### config.mk
export PLATFORM = sky130hd
export DESIGN_NAME = aopc_top
export DESIGN_NICKNAME = d
export VERILOG_FILES = /design/src/aopc_pkg.sv /design/src/aopc_top.sv
export SDC_FILE = /design/constraint.sdc
export NUM_CORES = 1
export LEC_CHECK = 0
export ABC_AREA = 1
export BUFFER_PORTS_ARGS = -buffer_cell sky130_fd_sc_hd__buf_4
export CAP_MARGIN = 20
export CORE_MARGIN = 2
export CORE_UTILIZATION = 46
export DETAILED_ROUTE_END_ITERATION = 7
export PLACE_DENSITY = 0.66
export SLEW_MARGIN = 20
export SYNTH_ARGS = -nofsm -noshare
export SYNTH_HDL_FRONTEND = slang
export SYNTH_SLANG_ARGS = --single-unit
### constraint.sdc
create_clock -name i_clk -period 12.9 [get_ports i_clk]
set_input_delay 1.29 -clock i_clk [delete_from_list [all_inputs] [get_ports i_clk]]
set_output_delay 1.29 -clock i_clk [all_outputs]
set_load 0.02 [all_outputs]
### src/aopc_pkg.sv
`default_nettype none

package aopc_pkg;

	// ----------------------------------------------------------------
	// Clock, widths and time figures
	// ----------------------------------------------------------------
	localparam int unsigned CLK_MHZ      = 125;
	localparam int unsigned DATA_W       = 12;
	localparam int unsigned RAW_W        = 14;
	localparam int unsigned LATENCY      = 12;
	localparam int unsigned FD_W         = 4;
	localparam int unsigned PD_WAKE_NS   = 2000;
	localparam int unsigned STBY_WAKE_NS = 400;
	localparam int unsigned DCO_RISE_NS  = 32;
	localparam int unsigned PD_WAKE_CYC   = (PD_WAKE_NS * CLK_MHZ + 999) / 1000;
	localparam int unsigned STBY_WAKE_CYC = (STBY_WAKE_NS * CLK_MHZ + 999) / 1000;
	localparam int unsigned DCO_RISE_CYC  = (DCO_RISE_NS * CLK_MHZ + 999) / 1000;
	localparam int unsigned WAKE_CNT_W    = 9;

	// ----------------------------------------------------------------
	// Register map
	// ----------------------------------------------------------------
	localparam logic [31:0] OFS_CTRL     = 32'h0000_0000;
	localparam logic [31:0] OFS_STATUS   = 32'h0000_0004;
	localparam logic [31:0] OFS_INT_STAT = 32'h0000_0008;
	localparam logic [31:0] OFS_INT_MASK = 32'h0000_000C;
	localparam logic [31:0] OFS_THRESH   = 32'h0000_0010;
	localparam logic [31:0] OFS_OUT_DIS  = 32'h0000_0014;

	localparam int unsigned CTRL_W           = 10;
	localparam int unsigned CTRL_SPI_MODE    = 0;
	localparam int unsigned CTRL_PWR_DOWN    = 1;
	localparam int unsigned CTRL_STANDBY     = 2;
	localparam int unsigned CTRL_FMT_LSB     = 3;
	localparam int unsigned CTRL_DCS         = 5;
	localparam int unsigned CTRL_OVR_TRAD    = 6;
	localparam int unsigned CTRL_FD_MODE_LSB = 7;
	localparam logic [9:0]  CTRL_RESET       = 10'h000;
	localparam logic [2:0]  THRESH_RESET     = 3'h7;
	localparam logic [1:0]  OUT_DIS_RESET    = 2'h0;

	localparam int unsigned INT_W      = 5;
	localparam int unsigned INT_OR_A   = 0;
	localparam int unsigned INT_OR_B   = 1;
	localparam int unsigned INT_FOR_A  = 2;
	localparam int unsigned INT_FOR_B  = 3;
	localparam int unsigned INT_WAKE   = 4;
	localparam logic [4:0]  INT_RESET  = 5'h00;

	// ----------------------------------------------------------------
	// Codes and encodings
	// ----------------------------------------------------------------
	localparam logic [1:0]  FMT_OFFSET  = 2'h0;
	localparam logic [1:0]  FMT_TWOS    = 2'h1;
	localparam logic [1:0]  FMT_GRAY    = 2'h2;
	localparam logic [2:0]  FD_MAG4     = 3'h0;
	localparam logic [2:0]  FD_MAG3_OVR = 3'h1;
	localparam logic [11:0] CODE_MID    = 12'h800;
	localparam logic [11:0] CODE_POS_FS = 12'h7FF;
	localparam logic [11:0] CODE_NEG_FS = 12'h800;
	localparam logic signed [13:0] RAW_MAX = 14'sh07FF;
	localparam logic signed [13:0] RAW_MIN = 14'sh3800;

	typedef enum logic [1:0] {ST_RUN, ST_PD, ST_STBY, ST_WAKE} aopc_state_t;

endpackage : aopc_pkg

`default_nettype wire

### src/aopc_top.sv
// What this block does
// (RULE1) Power-down by register bit or pin; outputs three-stated.
// (RULE2) Pin low ends power-down unless register requests it.
// (RULE3) Power-down stops sampling and output updates.
// (RULE4) Register standby mode wakes faster than power-down.
// (RULE5) Pin mode: format pin picks binary/twos; stabilizer pin.
// (RULE6) Register mode: offset binary, twos or Gray.
// (RULE7) Output-disable pin high three-states data drivers.
// (RULE8) Per-channel register disable three-states data and detect; code clears only o_oe_a/o_oe_b, fast-detect bits stay driven.
// (RULE9) Data leaves twelve sample clocks after sampling.
// (RULE10) Data output clock rises while data is valid.
// (RULE11) Twelve-bit codes with documented full-scale mapping.
// (RULE12) Beyond full scale: clamp code, raise out-of-range.
// (RULE13) Fast over-range high above programmed threshold.
// (RULE14) Traditional mode: over-range from full twelve-bit result.
// (RULE15) Over-range decisions use magnitude, ignoring sign.
// (RULE16) Fast level comes from early coarse bits.
// (RULE17) Four fast-detect bits per channel, mode-selected.
// (RULE18) Outputs off for pin, channel disable or power-down.
//
// The placing of the registers and the AHB-Lite interface to the registers were decided locally.
`timescale 1ns/100ps
`default_nettype none

module aopc_top (
	input  wire logic        i_clk,
	input  wire logic        i_reset,
	input  wire logic        i_sample_clk,
	input  wire logic [13:0] i_sample_a,
	input  wire logic [13:0] i_sample_b,
	input  wire logic        i_power_down_request,
	input  wire logic        i_output_disable_n,
	input  wire logic        i_data_format_select,
	input  wire logic        i_duty_cycle_stabilizer,
	input  wire logic        i_hsel,
	input  wire logic [31:0] i_haddr,
	input  wire logic [1:0]  i_htrans,
	input  wire logic        i_hwrite,
	input  wire logic [2:0]  i_hsize,
	input  wire logic [31:0] i_hwdata,
	input  wire logic        i_hready,
	output logic             o_hreadyout,
	output logic             o_hresp,
	output logic      [31:0] o_hrdata,
	output logic      [11:0] o_data_a,
	output logic      [11:0] o_data_b,
	output logic             o_oe_a,
	output logic             o_oe_b,
	output logic      [3:0]  o_fast_detect_bits_a,
	output logic      [3:0]  o_fast_detect_bits_b,
	output logic             o_out_of_range_a,
	output logic             o_out_of_range_b,
	output logic             o_fast_over_range_a,
	output logic             o_fast_over_range_b,
	output logic             o_data_output_clock,
	output logic             o_duty_cycle_stabilizer_en,
	output logic             o_irq
);

	// ----------------------------------------------------------------
	// Helpers
	// ----------------------------------------------------------------
	function automatic logic [11:0] mag_of(input logic [11:0] tc);
		mag_of = tc[11] ? 12'(~tc + 12'h001) : tc;
	endfunction : mag_of

	function automatic logic [3:0] fast_mag(input logic [11:0] tc);
		fast_mag = 4'(mag_of(tc) >> 8);
	endfunction : fast_mag

	function automatic logic [11:0] fmt_code(input logic [11:0] tc, input logic [1:0] f);
		logic [11:0] ob;
		ob = tc ^ aopc_pkg::CODE_MID;
		case (f)
			aopc_pkg::FMT_TWOS: fmt_code = tc;
			aopc_pkg::FMT_GRAY: fmt_code = ob ^ (ob >> 1);
			default:            fmt_code = ob;
		endcase
	endfunction : fmt_code

	// ----------------------------------------------------------------
	// Input synchronisers
	// ----------------------------------------------------------------
	// The converter holds each result for a whole sample period, so the
	// data bus is synchronised beside the clock and read only on its edge.
	localparam int unsigned SYNC_W = 33;

	logic [SYNC_W-1:0] sync1_ff;
	logic [SYNC_W-1:0] sync2_ff;
	logic              samp_prev_ff;
	wire  [SYNC_W-1:0] pin_w = {i_sample_clk, i_sample_a, i_sample_b, i_power_down_request,
		i_output_disable_n, i_data_format_select, i_duty_cycle_stabilizer};

	always_ff @(posedge i_clk) begin
		sync1_ff     <= pin_w;
		sync2_ff     <= sync1_ff;
		samp_prev_ff <= sync2_ff[32];
	end

	logic signed [13:0] raw_w [0:1];
	assign raw_w[0] = sync2_ff[31:18];
	assign raw_w[1] = sync2_ff[17:4];
	wire s_pd_pin   = sync2_ff[3];
	wire s_oeb      = sync2_ff[2];
	wire s_dfs      = sync2_ff[1];
	wire s_dcs      = sync2_ff[0];
	wire samp_rise  = sync2_ff[32] & ~samp_prev_ff;

	// ----------------------------------------------------------------
	// Registers and bus slave
	// ----------------------------------------------------------------
	logic [9:0]  ctrl_ff;
	logic [2:0]  thresh_ff;
	logic [1:0]  out_dis_ff;
	logic [4:0]  int_stat_ff;
	logic [4:0]  int_mask_ff;
	logic        wr_pend_ff;
	logic [31:0] wr_addr_ff;
	logic [31:0] hrdata_ff;
	logic        irq_ff;

	wire        bus_acc  = i_hsel & i_htrans[1] & i_hready;
	wire        wr_ctrl  = wr_pend_ff & (wr_addr_ff == aopc_pkg::OFS_CTRL);
	wire        wr_thr   = wr_pend_ff & (wr_addr_ff == aopc_pkg::OFS_THRESH);
	wire        wr_dis   = wr_pend_ff & (wr_addr_ff == aopc_pkg::OFS_OUT_DIS);
	wire        wr_mask  = wr_pend_ff & (wr_addr_ff == aopc_pkg::OFS_INT_MASK);
	wire        wr_istat = wr_pend_ff & (wr_addr_ff == aopc_pkg::OFS_INT_STAT);
	wire [4:0]  int_clr  = wr_istat ? i_hwdata[4:0] : 5'h00;
	wire        spi_mode = ctrl_ff[aopc_pkg::CTRL_SPI_MODE];
	wire        ovr_trad = ctrl_ff[aopc_pkg::CTRL_OVR_TRAD];
	wire [2:0]  fd_mode  = ctrl_ff[aopc_pkg::CTRL_FD_MODE_LSB +: 3];
	wire [1:0]  fmt_sel  = spi_mode ? ctrl_ff[aopc_pkg::CTRL_FMT_LSB +: 2] :
		(s_dfs ? aopc_pkg::FMT_TWOS : aopc_pkg::FMT_OFFSET); // [RULE5] [RULE6]
	wire        nxt_dcs  = spi_mode ? ctrl_ff[aopc_pkg::CTRL_DCS] : s_dcs; // [RULE5]

	// ----------------------------------------------------------------
	// Power state
	// ----------------------------------------------------------------
	aopc_pkg::aopc_state_t state_ff;
	aopc_pkg::aopc_state_t nxt_state;
	logic [8:0]            wake_cnt_ff;
	logic [8:0]            nxt_wake_cnt;

	wire pd_req    = ctrl_ff[aopc_pkg::CTRL_PWR_DOWN] | s_pd_pin; // [RULE1] [RULE2]
	wire stby_req  = ctrl_ff[aopc_pkg::CTRL_STANDBY]; // [RULE4]
	wire running   = (state_ff == aopc_pkg::ST_RUN);
	wire pd_active = (state_ff == aopc_pkg::ST_PD);
	wire wake_done = (state_ff == aopc_pkg::ST_WAKE) & (wake_cnt_ff == 9'h001) & ~pd_req
		& ~stby_req;

	always_comb begin
		nxt_state    = state_ff;
		nxt_wake_cnt = wake_cnt_ff;
		case (state_ff)
			aopc_pkg::ST_RUN: begin
				if (pd_req) begin
					nxt_state = aopc_pkg::ST_PD;
				end else if (stby_req) begin
					nxt_state = aopc_pkg::ST_STBY;
				end
			end
			aopc_pkg::ST_PD: begin
				// Reference and bias restart from cold, hence the long wait.
				if (!pd_req) begin
					nxt_state    = stby_req ? aopc_pkg::ST_STBY : aopc_pkg::ST_WAKE; // [RULE2]
					nxt_wake_cnt = 9'(aopc_pkg::PD_WAKE_CYC);
				end
			end
			aopc_pkg::ST_STBY: begin
				if (pd_req) begin
					nxt_state = aopc_pkg::ST_PD;
				end else if (!stby_req) begin
					nxt_state    = aopc_pkg::ST_WAKE;
					nxt_wake_cnt = 9'(aopc_pkg::STBY_WAKE_CYC); // [RULE4]
				end
			end
			aopc_pkg::ST_WAKE: begin
				if (pd_req) begin
					nxt_state = aopc_pkg::ST_PD;
				end else if (stby_req) begin
					nxt_state = aopc_pkg::ST_STBY;
				end else if (wake_cnt_ff == 9'h001) begin
					nxt_state = aopc_pkg::ST_RUN;
				end else begin
					nxt_wake_cnt = wake_cnt_ff - 9'h001;
				end
			end
			default: nxt_state = aopc_pkg::ST_PD;
		endcase
	end

	always_ff @(posedge i_clk) begin
		if (i_reset) begin
			state_ff    <= aopc_pkg::ST_WAKE;
			wake_cnt_ff <= 9'(aopc_pkg::STBY_WAKE_CYC);
		end else begin
			state_ff    <= nxt_state;
			wake_cnt_ff <= nxt_wake_cnt;
		end
	end

	// ----------------------------------------------------------------
	// Channel data path
	// ----------------------------------------------------------------
	// The clock is gated off with the sample tick while not running.
	wire tick = samp_rise & running; // [RULE3]

	logic [12:0] pipe_ff [0:1][0:11];
	logic [11:0] data_ff [0:1];
	logic [3:0]  fd_ff   [0:1];
	logic [1:0]  or_ff;
	logic [1:0]  for_ff;
	logic [1:0]  oe_ff;
	logic [11:0] code_w  [0:1];
	logic [3:0]  fmag_w  [0:1];
	logic [3:0]  fd_nxt  [0:1];
	logic [1:0]  oor_w;
	logic [1:0]  hi_w;
	logic [1:0]  fast_w;
	logic [1:0]  nxt_for;
	logic [1:0]  nxt_oe;

	for (genvar g = 0; g < 2; g++) begin : g_ch
		wire ovr = pipe_ff[g][11][12];
		assign hi_w[g]   = raw_w[g] > aopc_pkg::RAW_MAX;
		assign oor_w[g]  = hi_w[g] | (raw_w[g] < aopc_pkg::RAW_MIN); // [RULE12]
		assign code_w[g] = hi_w[g] ? aopc_pkg::CODE_POS_FS :
			(oor_w[g] ? aopc_pkg::CODE_NEG_FS : raw_w[g][11:0]); // [RULE12]
		assign fmag_w[g] = fast_mag(code_w[g]); // [RULE15] [RULE16]
		assign fast_w[g] = fmag_w[g] > {1'b0, thresh_ff}; // [RULE13]
		assign nxt_for[g] = ovr_trad ? ovr : fast_w[g]; // [RULE14]
		assign fd_nxt[g] = (fd_mode == aopc_pkg::FD_MAG4) ? fmag_w[g] :
			(fd_mode == aopc_pkg::FD_MAG3_OVR) ? {fmag_w[g][2:0], ovr} :
			{fmag_w[g][2:1], ovr, fast_w[g]}; // [RULE17]
		assign nxt_oe[g] = ~(s_oeb | out_dis_ff[g] | pd_req); // [RULE7] [RULE8] [RULE18] [RULE1]
	end

	always_ff @(posedge i_clk) begin
		for (int c = 0; c < 2; c++) begin
			// Cleared so that no unknown code reaches the pins or the checks.
			if (i_reset) begin
				pipe_ff[c] <= '{default: 13'h0000};
				data_ff[c] <= 12'h000;
				fd_ff[c]   <= 4'h0;
			end else if (tick) begin
				pipe_ff[c][0] <= {oor_w[c], code_w[c]}; // [RULE9]
				for (int i = 1; i < 12; i++) begin
					pipe_ff[c][i] <= pipe_ff[c][i-1];
				end
				data_ff[c] <= fmt_code(pipe_ff[c][11][11:0], fmt_sel); // [RULE11]
				fd_ff[c]   <= fd_nxt[c];
			end
		end
	end

	always_ff @(posedge i_clk) begin
		if (i_reset) begin
			or_ff  <= 2'h0;
			for_ff <= 2'h0;
			oe_ff  <= 2'h0;
		end else begin
			or_ff  <= tick ? {pipe_ff[1][11][12], pipe_ff[0][11][12]} : or_ff;
			for_ff <= tick ? nxt_for : for_ff;
			oe_ff  <= nxt_oe;
		end
	end

	// ----------------------------------------------------------------
	// Data output clock
	// ----------------------------------------------------------------
	logic [2:0] dco_cnt_ff;
	logic       dco_ff;
	logic       dcs_ff;
	wire  [2:0] nxt_dco_cnt = tick ? 3'h0 :
		(dco_cnt_ff == 3'(aopc_pkg::DCO_RISE_CYC)) ? dco_cnt_ff : dco_cnt_ff + 3'h1;

	always_ff @(posedge i_clk) begin
		if (i_reset) begin
			dco_cnt_ff <= 3'h0;
			dco_ff     <= 1'b0;
			dcs_ff     <= 1'b0;
		end else begin
			dco_cnt_ff <= nxt_dco_cnt;
			dco_ff     <= running & ~tick & (nxt_dco_cnt == 3'(aopc_pkg::DCO_RISE_CYC)); // [RULE10]
			dcs_ff     <= nxt_dcs;
		end
	end

	// ----------------------------------------------------------------
	// Interrupts and register writes
	// ----------------------------------------------------------------
	wire [4:0] int_set  = {wake_done, tick & nxt_for[1], tick & nxt_for[0],
		tick & pipe_ff[1][11][12], tick & pipe_ff[0][11][12]};
	// A new event in the clearing cycle stays set.
	wire [4:0] nxt_istat = (int_stat_ff & ~int_clr) | int_set;
	wire [4:0] nxt_mask  = wr_mask ? i_hwdata[4:0] : int_mask_ff;
	wire [31:0] rd_data  =
		(i_haddr == aopc_pkg::OFS_CTRL)     ? {22'h000000, ctrl_ff} :
		(i_haddr == aopc_pkg::OFS_STATUS)   ? {27'h0000000, or_ff, running,
			state_ff == aopc_pkg::ST_STBY, pd_active} :
		(i_haddr == aopc_pkg::OFS_INT_STAT) ? {27'h0000000, int_stat_ff} :
		(i_haddr == aopc_pkg::OFS_INT_MASK) ? {27'h0000000, int_mask_ff} :
		(i_haddr == aopc_pkg::OFS_THRESH)   ? {29'h00000000, thresh_ff} :
		(i_haddr == aopc_pkg::OFS_OUT_DIS)  ? {30'h00000000, out_dis_ff} : 32'h00000000;

	always_ff @(posedge i_clk) begin
		if (i_reset) begin
			ctrl_ff     <= aopc_pkg::CTRL_RESET;
			thresh_ff   <= aopc_pkg::THRESH_RESET;
			out_dis_ff  <= aopc_pkg::OUT_DIS_RESET;
			int_stat_ff <= aopc_pkg::INT_RESET;
			int_mask_ff <= aopc_pkg::INT_RESET;
			wr_pend_ff  <= 1'b0;
			wr_addr_ff  <= 32'h00000000;
			hrdata_ff   <= 32'h00000000;
			irq_ff      <= 1'b0;
		end else begin
			ctrl_ff     <= wr_ctrl ? i_hwdata[9:0] : ctrl_ff;
			thresh_ff   <= wr_thr ? i_hwdata[2:0] : thresh_ff;
			out_dis_ff  <= wr_dis ? i_hwdata[1:0] : out_dis_ff; // [RULE8]
			int_stat_ff <= nxt_istat;
			int_mask_ff <= nxt_mask;
			wr_pend_ff  <= bus_acc & i_hwrite;
			wr_addr_ff  <= bus_acc ? i_haddr : wr_addr_ff;
			hrdata_ff   <= (bus_acc & ~i_hwrite) ? rd_data : 32'h00000000;
			irq_ff      <= |(nxt_istat & nxt_mask);
		end
	end

	assign o_hreadyout                = 1'b1;
	assign o_hresp                    = 1'b0;
	assign o_hrdata                   = hrdata_ff;
	assign o_data_a                   = data_ff[0];
	assign o_data_b                   = data_ff[1];
	assign o_oe_a                     = oe_ff[0];
	assign o_oe_b                     = oe_ff[1];
	assign o_fast_detect_bits_a       = fd_ff[0];
	assign o_fast_detect_bits_b       = fd_ff[1];
	assign o_out_of_range_a           = or_ff[0];
	assign o_out_of_range_b           = or_ff[1];
	assign o_fast_over_range_a        = for_ff[0];
	assign o_fast_over_range_b        = for_ff[1];
	assign o_data_output_clock        = dco_ff;
	assign o_duty_cycle_stabilizer_en = dcs_ff;
	assign o_irq                      = irq_ff;
endmodule : aopc_top

`default_nettype wire

==> impl_metrics.toml <==
[layout]
antenna_cells = 0
nFillCells = 3645
drive_gt1_share_pct = 12.35
area_growth_pct = 14.63
nets = 2186
fin_area_um2 = 22960

[floorplanning]
die_y_um = 212.7
rows = 76
ios = 182
start_util_pct = 46.50
core-area_um2 = 43080
dieArea_um2 = 45230
die_w_um = 212.7

[route]
drt_iter0_drc = 864
wirelength_um = 31810
dr.pass1.iters = 6
vias = 12160
drc = 0
ant_nets = 0
via_per_inst = 4.519
wl_per_cell_um = 11.83

[timing]
rsz0062_at_grt = "false"
setup_viol = 0
fin_skew_ns = 0.01728
slew_headroom_pct = 22.57
fin_crit_ns = 4.099
slew_viol_final = 0
max_clock_freq_mhz = 244.0
tightest_slew_ns = 1.161
finalHoldViolations = 0
finalSetupTns_ns = 0
fin_crit_sh_pct = 31.78
setup_slack_ns = 8.801

[worst_setup_path]
r2r_slack_ns = 9.06
critPathLaunchType = "input port"
arrival_ns = 4.30
critPathSlowestCell = "buf_4"
required_ns = 13.10
worstSetupPathType = "in2reg"
reg2reg_depth = 7
r2r-start = "state_ff[1]$_SDFFE_PP1P_"
r2r-end = "pipe_ff[1][3]$_SDFFCE_PN0P_"
cp-end-kind = "register"
max_stage_delay_ns = 0.83
cpMostUsedCell = "buf_4"
crit_chain = "buf_4 > clkinv_1 > nand2_4 > buf_12 > buf_4"
critPathMaxFanout = 204

[min_path]
min_path_cells = 0
hold_end = "sync2_ff[3]$_DFF_P_"
hold_path_class = "reg2reg"
hp-start = "sync1_ff[3]$_DFF_P_"

[clock_tree]
cts.path.max_buffers = 3
cts_tree = "yes"
clkTransAtPathRegs_ns = 0.06
cts_setup_buffers = 0
clock_sinks = 502
htreeDepth = 2
clock_latency_ns = 0.59
cts_buffers = 51
cts_hold_buffers = 0
cts_resized = 0
cts_root_buf = "clkbuf_16"

[run_status]
status = "complete, no violations"

[global_routing]
grt_pass1_wl_um = 53230
antenna_found_initial = 0
grt_overflow = 0
grt_pass1_vias = 11400
grt_max_degree = 205
grt_usage_pct = 14.50

[yosys]
ys_ff_latch = 502
synth_area_um2 = 20030
ys_warn_count = 0
synth_area_leader_cell = "edfxtp_1"
synth_area_leaders = "edfxtp_1 52%, dfxtp_1 16%, inv_1 7.9%, nor2_1 7.2%, nand2_1 3.0%"
syn_avg_cell_area_um2 = 10.33
synth.distinct_cells = 43
synth_seq_area_share_pct = 67.36
synth_edf_count = 344
synth_top_cell_area_share_pct = 51.57
syn_inst = 1940
synthArstFlopShare_pct = 0
synthFlopType = "edfxtp_1"

[placed_design]
place.gp.congestion = 0.8330
io_buffers = 131
place_ws_ns = 8.164
post_dp_cell_area_um2 = 21290
place_hpwl_um = 19750

[pwr]
p_leak_nw = 9.690
power_frac_clock_pct = 41.2
switching_share_pct = 21.94
ir_drop_mv = 0.09610
pwr-share-seq_pct = 53.2
internal_power_mw = 2.672
p_switching_mw = 0.7512
combinationalPowerShare_pct = 5.6
p_per_area_nw_per_um2 = 149.1

[run]
max_cap_violations = 0
## registers in the layout, summed over array words and instances, names as in the netlist
signal                      cells
wake_cnt_ff                     9
o_hrdata                       10
wr_addr_ff                     32
fd_ff                           8
o_duty_cycle_stabilizer_en      1
int_stat_ff                     5
ctrl_ff                        10
for_ff                          2
sync2_ff                       33
o_irq                           1
thresh_ff                       3
or_ff                           2
o_data_output_clock             1
dco_cnt_ff                      3
pipe_ff                       312
sync1_ff                       33
wr_pend_ff                      1
state_ff                        2
int_mask_ff                     5
data_ff                        24
out_dis_ff                      2
samp_prev_ff                    1
oe_ff                           2
## placed cells by master, fill, tap and decap left out, drive strengths merged, types with 17 or more instances in the layout
cell / Yosys / routed
a21oi: 114 / 114
edfxtp: 344 / 344
o21ai: 98 / 98
nand3: 54 / 54
dfxtp: 158 / 158
inv: 426 / 429
nor3: 17 / 17
clkinv: 2 / 19
clkbuf: 19 / 70
nor2: 397 / 397
conb: 2 / 24
nand2: 169 / 169
buf: 66 / 137
## synthesized netlist by cell type (all sizes together), types with 3 or more instances
library cell / n
or2: 5
buf: 66
nand3: 54
ha: 12
o211ai: 5
o21ai: 98
clkbuf: 19
a221oi: 9
a31oi: 5
o22ai: 3
a21oi: 114
edfxtp: 344
nor4: 4
nor3: 17
inv: 426
nor2: 397
dfxtp: 158
nand2: 169
nand4: 12
a211oi: 8
## layer usage
metal  up-vias  track usage, %  routed length [µm]
met3        63           3.368                1372
li1       6367               -                   -
met1      5530           18.99               14650
met5         -               0                   0
met2       196           23.80               14990
met4         0           4.967                 802
## power by group through the flow
| stage | Sequential, mW | Clock [mW] | Combinational (mW) |
|---|---|---|---|
| CTS | 1.82 | 1.45 | 0.192 |
| finish | 1.82 | 1.41 | 0.191 |
| global placement | 1.85 | 0 | 0.183 |
| detailed placement | 1.85 | 0 | 0.190 |
| global route | 1.83 | 1.52 | 0.217 |
| floorplan | 1.88 | 0 | 0.133 |
## worst max path at each step
| stage | startpoint | to | slack [ns] |
|---|---|---|---|
| floorplan | i_reset | data_ff[0][0]$_SDFFCE_PN0P_ | 3.13 |
| finish | i_reset | pipe_ff[1][3]$_SDFFCE_PN0P_ | 8.80 |
| global route | i_reset | pipe_ff[0][61]$_SDFFCE_PN0P_ | 8.53 |
| CTS | i_reset | pipe_ff[0][2]$_SDFFCE_PN0P_ | 8.79 |
| global placement | i_reset | pipe_ff[0][4]$_SDFFCE_PN0P_ | 8.24 |
| detailed placement | i_reset | pipe_ff[0][4]$_SDFFCE_PN0P_ | 8.16 |
## worst max-delay path: cells and delay by family
family | cells | cell delay (ns)
buffers and inverters | 4 | 1.97
and+or+nand+nor | 1 | 0.68
## metrics by stage
step / utilization (%) / cells / total power [mW] / hold WS (ns)
after floorplan: - / 1962 / 2.009 / 0.3096
after global placement: 49.42 / 2598 / 2.034 / 0.3121
after detailed placement: 49.42 / 2598 / 2.045 / 0.3121
after CTS: 53.24 / 2689 / 3.466 / 0.3223
after global routing: 53.31 / 2690 / 3.565 / 0.3277
final: 53.31 / 2690 / 3.424 / 0.3226
## kinds of logic after synthesis
logic type               after synthesis  share of synthesized area, %
AND/OR/NAND/NOR                      660                         13.73
buffers and inverters                513                         11.06
flip-flops                           502                         67.36
AO/OA/AOI/OAI                        249                         6.977
adder cells (fa/ha/maj)               12                        0.7495
XOR/XNOR                               2                       0.08746
other                                  2                       0.03749
## area by class of cell
cell class                      count  area (µm²)  share of cell area, %
Sequential cell                   502       13490                  58.76
Tap cell                          585       732.0                  3.188
Clock inverter                     21       140.1                 0.6103
Multi-Input combinational cell    947        4418                  19.24
Inverter                          428        1614                  7.029
Clock buffer                       70        1504                  6.550
Timing Repair Buffer              137        1061                  4.621
Note: power is estimated with default switching activity, not from simulation.
